**config.mk**
```make
export PLATFORM = sky130hd
export DESIGN_NAME = wrap_timer
export DESIGN_NICKNAME = d
export VERILOG_FILES = /design/src/logic/wrap_timer_pkg.sv /design/src/logic/wrap_timer.sv
export SDC_FILE = /design/constraint.sdc
export NUM_CORES = 1
export LEC_CHECK = 0
export BUFFER_PORTS_ARGS = -buffer_cell sky130_fd_sc_hd__buf_2
export CAP_MARGIN = 10
export CORE_MARGIN = 8
export CORE_UTILIZATION = 45
export DETAILED_ROUTE_END_ITERATION = 10
export PLACE_DENSITY_LB_ADDON = 0.05
export SLEW_MARGIN = 25
export SYNTH_ARGS = -nofsm -noshare
export SYNTH_HDL_FRONTEND = slang
export SYNTH_SLANG_ARGS = --single-unit
```
**constraint.sdc**
```tcl
create_clock -name pclk -period 3 [get_ports pclk]
set_input_delay 0.3 -clock pclk [delete_from_list [all_inputs] [get_ports pclk]]
set_output_delay 0.3 -clock pclk [all_outputs]
set_load 0.02 [all_outputs]
```
**src/logic/wrap_timer_pkg.sv**
```systemverilog
// Package with register map, field layout and types of the modulo timer
package wrap_timer_pkg;
  localparam int DATA_W = 8;
  localparam logic [3:0] OFF_STATUS = 4'h0;
  localparam logic [3:0] OFF_CLOCK = 4'h4;
  localparam logic [3:0] OFF_COUNT = 4'h8;
  localparam logic [3:0] OFF_WRAP = 4'hC;
  localparam int BIT_OVERFLOW = 7;
  localparam int BIT_IRQ_EN = 6;
  localparam int BIT_CLEAR = 5;
  localparam int BIT_HALT = 4;
  localparam int SRC_HI = 5;
  localparam int SRC_LO = 4;
  localparam int PS_HI = 3;
  localparam int PS_LO = 0;
  localparam logic [3:0] PS_MAX = 4'h8;
  localparam logic [7:0] COUNT_RESET = 8'h00;
  localparam logic [7:0] WRAP_RESET = 8'h00;
  localparam logic [7:0] COUNT_TOP = 8'hFF;
  localparam logic HALT_RESET = 1'b1;
  localparam logic IRQ_EN_RESET = 1'b0;
  localparam logic [3:0] PS_RESET = 4'h0;

  typedef enum logic [1:0] {
    SRC_BUS = 2'b00,
    SRC_FIXED = 2'b01,
    SRC_EXT_FALL = 2'b10,
    SRC_EXT_RISE = 2'b11
  } source_type;

  typedef struct packed {
    source_type source_select;
    logic [3:0] prescale_select;
  } clock_cfg_type;

  localparam clock_cfg_type CLOCK_CFG_RESET = '{source_select: SRC_BUS, prescale_select: PS_RESET};
endpackage

```
**src/logic/wrap_timer.sv**
```systemverilog
// Modulo timer with prescaler, selectable source and APB registers
// Functional notes
// - Debug mode suspends counting, value held
// - External count input synchronised to bus clock
// - Four 8-bit software registers
// - Overflow flag sets on wrap to zero
// - Flag clears by read-then-write-zero sequence
// - Counter clear or wrap write clears flag; a wrap in the same cycle sets it instead
// - Enabled flag raises interrupt request
// - Clear command zeroes count, reads zero
// - Halt bit freezes count, reset sets it
// - Unused bits read as zero
// - Source select picks prescaler input
// - Source change keeps the count
// - Prescale divides by power of two
// - Prescale change keeps the count
// - Count up to wrap value, then zero
// - Wrap value zero gives free running
// - Overflow during sequence restarts clearing
// - Count register read-only, reset clears
//
// Design decisions made here: the register offsets and register access over APB.
`timescale 1ns/1ps
`default_nettype none

module wrap_timer #(
  parameter int ADDR_W = 4
) (
  input wire logic pclk,
  input wire logic presetn,
  input wire logic psel,
  input wire logic penable,
  input wire logic pwrite,
  input wire logic [ADDR_W-1:0] paddr,
  input wire logic [31:0] pwdata,
  output logic [31:0] prdata,
  output logic pready,
  output logic pslverr,
  input wire logic ext_count_input,
  input wire logic fixed_freq_clock,
  input wire logic debug_active,
  output logic overflow_irq
);

  if (ADDR_W < 4) begin : gen_addr_check
    $error("ADDR_W must be at least 4");
  end

  logic [7:0] timer_count_value;
  logic [7:0] timer_wrap_limit;
  wrap_timer_pkg::clock_cfg_type timer_clock_config;
  logic overflow_flag;
  logic overflow_irq_enable;
  logic counter_halt;
  logic clear_armed;
  logic [7:0] prescaler;
  logic ext_meta;
  logic ext_sync;
  logic ext_prev;
  logic fix_meta;
  logic fix_sync;
  logic fix_prev;
  logic src_tick;
  logic [7:0] ps_mask;
  logic advance;
  logic wrap_hit;
  logic bus_take;
  logic wr_take;
  logic rd_take;
  logic sel_status;
  logic sel_clock;
  logic sel_count;
  logic sel_wrap;
  logic clear_cmd;
  logic wrap_write;
  logic [7:0] read_mux;
  logic read_ok;
  logic ovf_since_read;

  // Address decoding
  always_comb begin
    sel_status = 1'b0;
    sel_clock = 1'b0;
    sel_count = 1'b0;
    sel_wrap = 1'b0;
    if (paddr[ADDR_W-1:0] == ADDR_W'(wrap_timer_pkg::OFF_STATUS)) begin
      sel_status = 1'b1;
    end else if (paddr[ADDR_W-1:0] == ADDR_W'(wrap_timer_pkg::OFF_CLOCK)) begin
      sel_clock = 1'b1;
    end else if (paddr[ADDR_W-1:0] == ADDR_W'(wrap_timer_pkg::OFF_COUNT)) begin
      sel_count = 1'b1;
    end else if (paddr[ADDR_W-1:0] == ADDR_W'(wrap_timer_pkg::OFF_WRAP)) begin
      sel_wrap = 1'b1;
    end
  end

  assign read_ok = sel_status | sel_clock | sel_count | sel_wrap;
  assign bus_take = psel & penable & pready;
  assign wr_take = bus_take & pwrite & ~pslverr;
  assign rd_take = bus_take & ~pwrite & ~pslverr;
  assign clear_cmd = wr_take & sel_status & pwdata[wrap_timer_pkg::BIT_CLEAR];
  assign wrap_write = wr_take & sel_wrap;

  always_comb begin
    read_mux = 8'h00;
    if (sel_status) begin
      read_mux = {overflow_flag, overflow_irq_enable, 1'b0, counter_halt, 4'h0};
    end else if (sel_clock) begin
      read_mux = {2'b00, timer_clock_config};
    end else if (sel_count) begin
      read_mux = timer_count_value;
    end else if (sel_wrap) begin
      read_mux = timer_wrap_limit;
    end
  end

  // APB answer, no wait state
  always_ff @(posedge pclk or negedge presetn) begin
    if (!presetn) begin
      pready <= 1'b0;
      pslverr <= 1'b0;
      prdata <= 32'h0000_0000;
    end else begin
      pready <= psel & ~penable;
      if (psel & ~penable) begin
        pslverr <= ~read_ok;
        prdata <= {24'h00_0000, read_mux};
      end else if (bus_take) begin
        pslverr <= 1'b0;
      end
    end
  end

  always_ff @(posedge pclk or negedge presetn) begin
    if (!presetn) begin
      ext_meta <= 1'b0;
      ext_sync <= 1'b0;
      ext_prev <= 1'b0;
      fix_meta <= 1'b0;
      fix_sync <= 1'b0;
      fix_prev <= 1'b0;
    end else begin
      ext_meta <= ext_count_input;
      ext_sync <= ext_meta;
      ext_prev <= ext_sync;
      fix_meta <= fixed_freq_clock;
      fix_sync <= fix_meta;
      fix_prev <= fix_sync;
    end
  end

  always_comb begin
    case (timer_clock_config.source_select)
      wrap_timer_pkg::SRC_BUS: src_tick = 1'b1;
      wrap_timer_pkg::SRC_FIXED: src_tick = fix_sync & ~fix_prev;
      wrap_timer_pkg::SRC_EXT_FALL: src_tick = ext_prev & ~ext_sync;
      wrap_timer_pkg::SRC_EXT_RISE: src_tick = ext_sync & ~ext_prev;
      default: src_tick = 1'b1;
    endcase
  end

  always_comb begin
    if (timer_clock_config.prescale_select >= wrap_timer_pkg::PS_MAX) begin
      ps_mask = 8'hFF;
    end else begin
      ps_mask = 8'((9'h001 << timer_clock_config.prescale_select) - 9'h001);
    end
  end

  assign advance = src_tick & ~counter_halt & ~debug_active & ((prescaler & ps_mask) == ps_mask);
  assign wrap_hit = (timer_wrap_limit == 8'h00) ? (timer_count_value == wrap_timer_pkg::COUNT_TOP)
                                                : (timer_count_value == timer_wrap_limit);

  always_ff @(posedge pclk or negedge presetn) begin
    if (!presetn) begin
      prescaler <= 8'h00;
    end else if (clear_cmd | wrap_write) begin
      prescaler <= 8'h00;
    end else if (src_tick & ~counter_halt & ~debug_active) begin
      prescaler <= (prescaler & ps_mask) == ps_mask ? 8'h00 : prescaler + 8'h01;
    end
  end

  always_ff @(posedge pclk or negedge presetn) begin
    if (!presetn) begin
      timer_count_value <= wrap_timer_pkg::COUNT_RESET;
    end else if (clear_cmd | wrap_write) begin
      timer_count_value <= wrap_timer_pkg::COUNT_RESET;
    end else if (advance) begin
      timer_count_value <= wrap_hit ? wrap_timer_pkg::COUNT_RESET : timer_count_value + 8'h01;
    end
  end

  always_ff @(posedge pclk or negedge presetn) begin
    if (!presetn) begin
      overflow_irq_enable <= wrap_timer_pkg::IRQ_EN_RESET;
      counter_halt <= wrap_timer_pkg::HALT_RESET;
      timer_clock_config <= wrap_timer_pkg::CLOCK_CFG_RESET;
      timer_wrap_limit <= wrap_timer_pkg::WRAP_RESET;
    end else if (wr_take) begin
      if (sel_status) begin
        overflow_irq_enable <= pwdata[wrap_timer_pkg::BIT_IRQ_EN];
        counter_halt <= pwdata[wrap_timer_pkg::BIT_HALT];
      end
      if (sel_clock) begin
        timer_clock_config <= wrap_timer_pkg::clock_cfg_type'(pwdata[5:0]);
      end
      if (sel_wrap) begin
        timer_wrap_limit <= pwdata[7:0];
      end
    end
  end

  always_ff @(posedge pclk or negedge presetn) begin
    if (!presetn) begin
      overflow_flag <= 1'b0;
      clear_armed <= 1'b0;
    end else begin
      if (advance & wrap_hit) begin
        overflow_flag <= 1'b1;
        clear_armed <= 1'b0;
      end else if (clear_cmd | wrap_write) begin
        overflow_flag <= 1'b0;
        clear_armed <= 1'b0;
      end else if (wr_take & sel_status & ~pwdata[wrap_timer_pkg::BIT_OVERFLOW] & clear_armed) begin
        overflow_flag <= 1'b0;
        clear_armed <= 1'b0;
      end else if (rd_take & sel_status & prdata[wrap_timer_pkg::BIT_OVERFLOW]) begin
        clear_armed <= 1'b1;
      end
    end
  end

  always_ff @(posedge pclk or negedge presetn) begin
    if (!presetn) begin
      overflow_irq <= 1'b0;
    end else begin
      overflow_irq <= overflow_flag & overflow_irq_enable;
    end
  end

  always_ff @(posedge pclk or negedge presetn) begin
    if (!presetn) begin
      ovf_since_read <= 1'b0;
    end else if (advance & wrap_hit) begin
      ovf_since_read <= 1'b1;
    end else if (rd_take & sel_status & prdata[wrap_timer_pkg::BIT_OVERFLOW]) begin
      ovf_since_read <= 1'b0;
    end
  end
endmodule // wrap_timer

`default_nettype wire

```
# [Yosys cells after proc, flatten, opt, wreduce, memory -nomap -nowiden]
# Index checks and enable logic that the tools add are counted.
[op_classes] reduce_logical=11 muxes=32 n_bitwise=37 n_eq_ne=9 order_cmp=1 n_addsub=3 shifts=1
[ops] operator="$mux W8" count=11
[ops] operator="$and A1 B1 Y1" count=22
[ops] operator="$mux W1" count=20
[ops] operator="$add A8 B1 Y8 const B" count=2
[ops] operator="$eq A8 B8 Y1" count=2
[ops] operator="$not A1 Y1" count=10
[ops] operator="$and A8 B8 Y8" count=1
[ops] operator="$eq A4 B4 Y1 const B" count=2
[ops] operator="$eq A8 B8 Y1 const B" count=1
[ops] operator="$logic_not A8 Y1" count=1
[ops] operator="$shl A1 B4 Y8 const A" count=1
[ops] operator="$sub A8 B1 Y8 const B" count=1
[ops] operator="$reduce_and A2 Y1" count=3
[ops] operator="$reduce_bool A2 Y1" count=3
[ops] operator="$eq A2 B2 Y1 const B" count=2
[ops] operator="$eq A4 B3 Y1 const B" count=1
[ops] operator="$ge A4 B4 Y1 const B" count=1
[ops] operator="$logic_not A4 Y1" count=1
[ops] operator="$or A1 B1 Y1" count=4
[ops] operator="$pmux W1 S4" count=1
[ops] operator="$reduce_bool A4 Y1" count=1
[ops] operator="$reduce_bool A3 Y1" count=1
[ops] operator="$eq A2 B1 Y1 const B" count=1
[ops] operator="$logic_not A2 Y1" count=1
[word_totals] wordCells=113 input_bits=44 ff_bits=51

# [Longest topological paths before layout]
[logic_depth] word_depth=10 depth_mapped=10

# [Worst setup path before layout]
# No wires, ideal clock.
[synth_path] kind="register to register" from="reg timer_clock_config[2] (netlist name)" to="reg timer_count_value[2]" n_path_buf=1 path_slack_ps=394 path_stages_with_launch=10 t_required_ps=2880 arrival_time_ps=2485 cell_sequence="dfrtp_1 -> buf_6 -> or4_4 -> ha_1 -> nor2_1 -> mux2i_1 -> a2111oi_4 -> a31oi_2 -> a22o_1 -> a41o_1"
[synth_via] elab_chain_len=7
[synth_rtl] item="from (decl)" line_no="wrap_timer.sv:51" source="wrap_timer_pkg::clock_cfg_type timer_clock_config;"
[synth_rtl] item="from (signal assigned)" line_no="wrap_timer.sv:198" source="timer_clock_config <= wrap_timer_pkg::CLOCK_CFG_RESET;"
[synth_rtl] item="from (signal assigned)" line_no="wrap_timer.sv:206" source="timer_clock_config <= wrap_timer_pkg::clock_cfg_type'(pwdata[5:0]);"
[synth_rtl] item="$shl A1 B4 Y8" line_no="wrap_timer.sv:166" source="ps_mask = 8'((9'h001 << timer_clock_config.prescale_select) - 9'h001);"
[synth_rtl] item="$sub A8 B1 Y8" line_no="wrap_timer.sv:166"
[synth_rtl] item="$mux W8 (*)" line_no="wrap_timer.sv:163" source="if (timer_clock_config.prescale_select >= wrap_timer_pkg::PS_MAX) begin"
[synth_rtl] item="$and A8 B8 Y8" line_no="wrap_timer.sv:170" source="assign advance = src_tick & ~counter_halt & ~debug_active & ((prescaler & ps_mask) == ps_mask);"
[synth_rtl] item="$eq A8 B8 Y1 (*)" line_no="wrap_timer.sv:170"
[synth_rtl] item="$and A1 B1 Y1 (*)" line_no="wrap_timer.sv:170"
[synth_rtl] item="$reduce_bool A2 Y1 (no line) (*)"
[synth_rtl] item="to (signal assigned)" line_no="wrap_timer.sv:186" source="timer_count_value <= wrap_timer_pkg::COUNT_RESET;"
[synth_rtl] item="to (signal assigned)" line_no="wrap_timer.sv:188" source="timer_count_value <= wrap_timer_pkg::COUNT_RESET;"
[synth_rtl] item="to (signal assigned)" line_no="wrap_timer.sv:190" source="timer_count_value <= wrap_hit ? wrap_timer_pkg::COUNT_RESET : timer_count_value + 8'h01;"
[synth_rtl] item="to (decl)" line_no="wrap_timer.sv:49" source="logic [7:0] timer_count_value;"
# Every way passes the cells marked *; elsewhere a longest branch is shown, timed or not.
# A chain may end at the register's enable or synchronous reset.

# [Final worst setup path]
[layout_path] from="reg timer_clock_config[3] (netlist name)" to="reg timer_count_value[7]"
# Same word-level chain as after synthesis.

==> flow_metrics.env <==
export IMPL_vias=2116
export IMPL_fp_row_count=29
export IMPL_cts_max_path_buffers=2
export IMPL_slew_violations=0
export IMPL_postSynthCellCount=282
export IMPL_htree_levels=2
export IMPL_ant_nets=0
export IMPL_clkTransAtPathRegs_ns=0.10
export IMPL_fin_util_pct=51.4
export IMPL_drive_gt1_share_pct=28.1
export IMPL_cp_required_ns=3.22
export IMPL_clock_latency_ns=0.31
export IMPL_fillers=595
export IMPL_numCtsBuffers=5
export IMPL_grt_max_degree=29
export IMPL_reg2regPathDepth=8
export IMPL_antenna_found_initial=0
export IMPL_ys_warn_count=0
export IMPL_hold_class="primary input to flip-flop"
export IMPL_drt_first_pass_iters=4
export IMPL_area_growth_pct=10.0
export IMPL_drc=0
export IMPL_hold_viol=0
export IMPL_p_leak_nw=1.55
export IMPL_yosysTopAreaCellShare_pct=42.2
export IMPL_synth_area_um2=2970
export IMPL_cts_tree="done"
export IMPL_power_mw=2.16
export IMPL_gp_congestion=0.767
export IMPL_die_y_um=97.2
export IMPL_die_area_um2=9450
export IMPL_fin_crit_sh_pct=90.9
export IMPL_ys_flop_type="dfrtp_1"
export IMPL_start_util_pct=46.7
export IMPL_first_iter_violations=133
export IMPL_placedInstanceArea_um2=3140
export IMPL_grt_ovfl_total=0
export IMPL_power_density_nw_per_um2=660
export IMPL_die_x_um=97.2
export IMPL_status="complete, no violations"
export IMPL_worst_pin_slew_ns=0.582
export IMPL_tns_ns=0
export IMPL_finalWirelength_um=6360
export IMPL_grt_pass1_wl_um=10900
export IMPL_finalWorstPathRequiredPeriod_ns=2.73
export IMPL_end_kind="flip-flop"
export IMPL_pin_count=79
export IMPL_whs_path_depth=1
export IMPL_mostFrequentLayoutCells="dfrtp_1, nand2_1, buf_2"
export IMPL_core_area_um2=6350
export IMPL_synth_async_sr_flop_share_pct=100
export IMPL_yosysSeqAreaShare_pct=43.1
export IMPL_fin_hold_ws_ns=0.0876
export IMPL_synth_top_cell_by_area="dfrtp_1"
export IMPL_antenna_cells=0
export IMPL_path_class="flip-flop to flip-flop"
export IMPL_grt_usage_pct=13.8
export IMPL_yosysUniqueCellTypes=59
export IMPL_wl_per_cell_um=16.0
export IMPL_via_per_inst=5.33
export IMPL_cts_sinks=51
export IMPL_critPathLaunchType="flip-flop"
export IMPL_fmax_ghz=0.367
export IMPL_fin_skew_ns=0.00517
export IMPL_place_port_buffers=30
export IMPL_synth_edff_count=0
export IMPL_final_area_um2=3260
export IMPL_synthTopCellsByArea="dfrtp_1, mux2_2, buf_4"
export IMPL_max_cap_violations=0
export IMPL_cts_resized=0
export IMPL_ir_worst_vdd_uv=259
export IMPL_finalSetupViolCount=0
export IMPL_final_common_cell="dfrtp_1"
export IMPL_grt_pass1_vias=2196
export IMPL_place_hpwl_um=4800
export IMPL_syn_avg_cell_area_um2=10.5
export IMPL_arrival_ns=2.94
export IMPL_max_slew_margin_pct=61.2
export IMPL_final_nets=366
export IMPL_synth_seq_cells=51
export IMPL_root_buffer="clkbuf_8"
export IMPL_rsz0062_at_grt="no"
export IMPL_cp_max_fo=7
==> sequential cells by signal, summed over array words and instances (netlist names) <==
signal	flops
clear_armed	1
counter_halt	1
ext_meta	1
ext_prev	1
ext_sync	1
fix_meta	1
fix_prev	1
fix_sync	1
overflow_flag	1
overflow_irq	1
overflow_irq_enable	1
prdata	8
pready	1
prescaler	8
pslverr	1
timer_clock_config	6
timer_count_value	8
timer_wrap_limit	8
==> worst max-delay path, cell delays in order (launching register included) <==
cell and delay [ns]:
dfrtp_1 0.46, or4_4 0.57, ha_1 0.25, nor2_1 0.10
mux2i_1 0.11, a2111oi_4 0.46, nand3_2 0.17, nand2b_4 0.23
o311ai_2 0.28
==> power by group <==
part	switching, mW	total, mW	leakage [nW]	internal, mW
Sequential	0.178	0.966	0.649	0.788
Clock	0.249	0.502	0.0587	0.253
Combinational	0.374	0.688	0.847	0.314
Total	0.800	2.16	1.55	1.36
==> through the flow <==
| step | cells | setup slack [ns] |
|---|---|---|
| floorplan | 305 | 0.394 |
| finish | 397 | 0.273 |
| CTS | 397 | 0.244 |
| detailed placement | 388 | 0.275 |
| global route | 397 | 0.0766 |
| global placement | 388 | 0.303 |
==> layout make-up <==
class | instances | area [µm²] | share of cell area [%]
multi-input combinational | 216 | 1540 | 47.0
clock inverter | 3 | 47.5 | 1.46
clock buffer | 5 | 68.8 | 2.11
sequential | 51 | 1280 | 39.1
timing repair buffer | 38 | 213 | 6.52
inverter | 7 | 26.3 | 0.805
tap | 77 | 96.3 | 2.95
==> routing by layer <==
layer  track usage, %  up-vias  part of all wire (%)
met5                0        -                     0
met4             4.85        0                   1.2
met3             3.98        7                   4.4
met2             21.4       42                    45
met1             17.8     1012                    49
li1                 -     1055                     -
==> worst paths after layout <==
| path | to | slack [ns] | from |
|---|---|---|---|
| setup / recovery | timer_count_value[7] | 0.27 | timer_clock_config[3] |
| hold / removal | fix_meta | 0.09 | fixed_freq_clock |
| setup reg to reg | timer_count_value[7] | 0.27 | timer_clock_config[3] |
| hold reg to reg | ext_sync | 0.36 | ext_meta |
| max in group asynchronous | prescaler[0] | 1.73 | presetn |
| min in group asynchronous | timer_count_value[6] | 0.50 | presetn |
==> what timing repair did <==
| action | 4_1_cts | 5_1_grt |
|---|---|---|
| hold buffers | 1 | 0 |
| hold endpoints to repair | 22 | 0 |
| endpoints found under the setup margin | 0 | 0 |
| buffers inserted | 0 | 0 |
==> cells in the mapped netlist, types with 2 or more instances <==
cell type	number
dfrtp_1	50
and3_1	2
nor4_2	3
a21oi_1	5
clkbuf_1	6
o221ai_1	2
inv_1	7
nand3_1	10
and2_1	3
a22oi_1	10
nand4_1	5
mux2_2	23
nor2_1	13
or3_1	2
o21ai_0	15
xnor2_1	5
nand2_1	32
o22ai_1	2
a22o_1	2
a31oi_1	2
nand2b_1	4
and4_1	2
or2_2	2
xor2_1	6
o2111ai_1	2
buf_4	24
o311ai_2	5
ha_1	3
nor2b_1	3
nor4bb_1	2
or3b_2	2
==> logic make-up after synthesis <==
family	share of synthesized area, %
DFF	43.1
other	0.126
adders and majority gates	1.27
buffers and inverters	8.10
AOI/OAI and AO/OA	16.3
and+or+nand+nor	18.9
xor gates and xnor gates	3.25
muxes	9.07
Power figures use the tool's default switching activity.
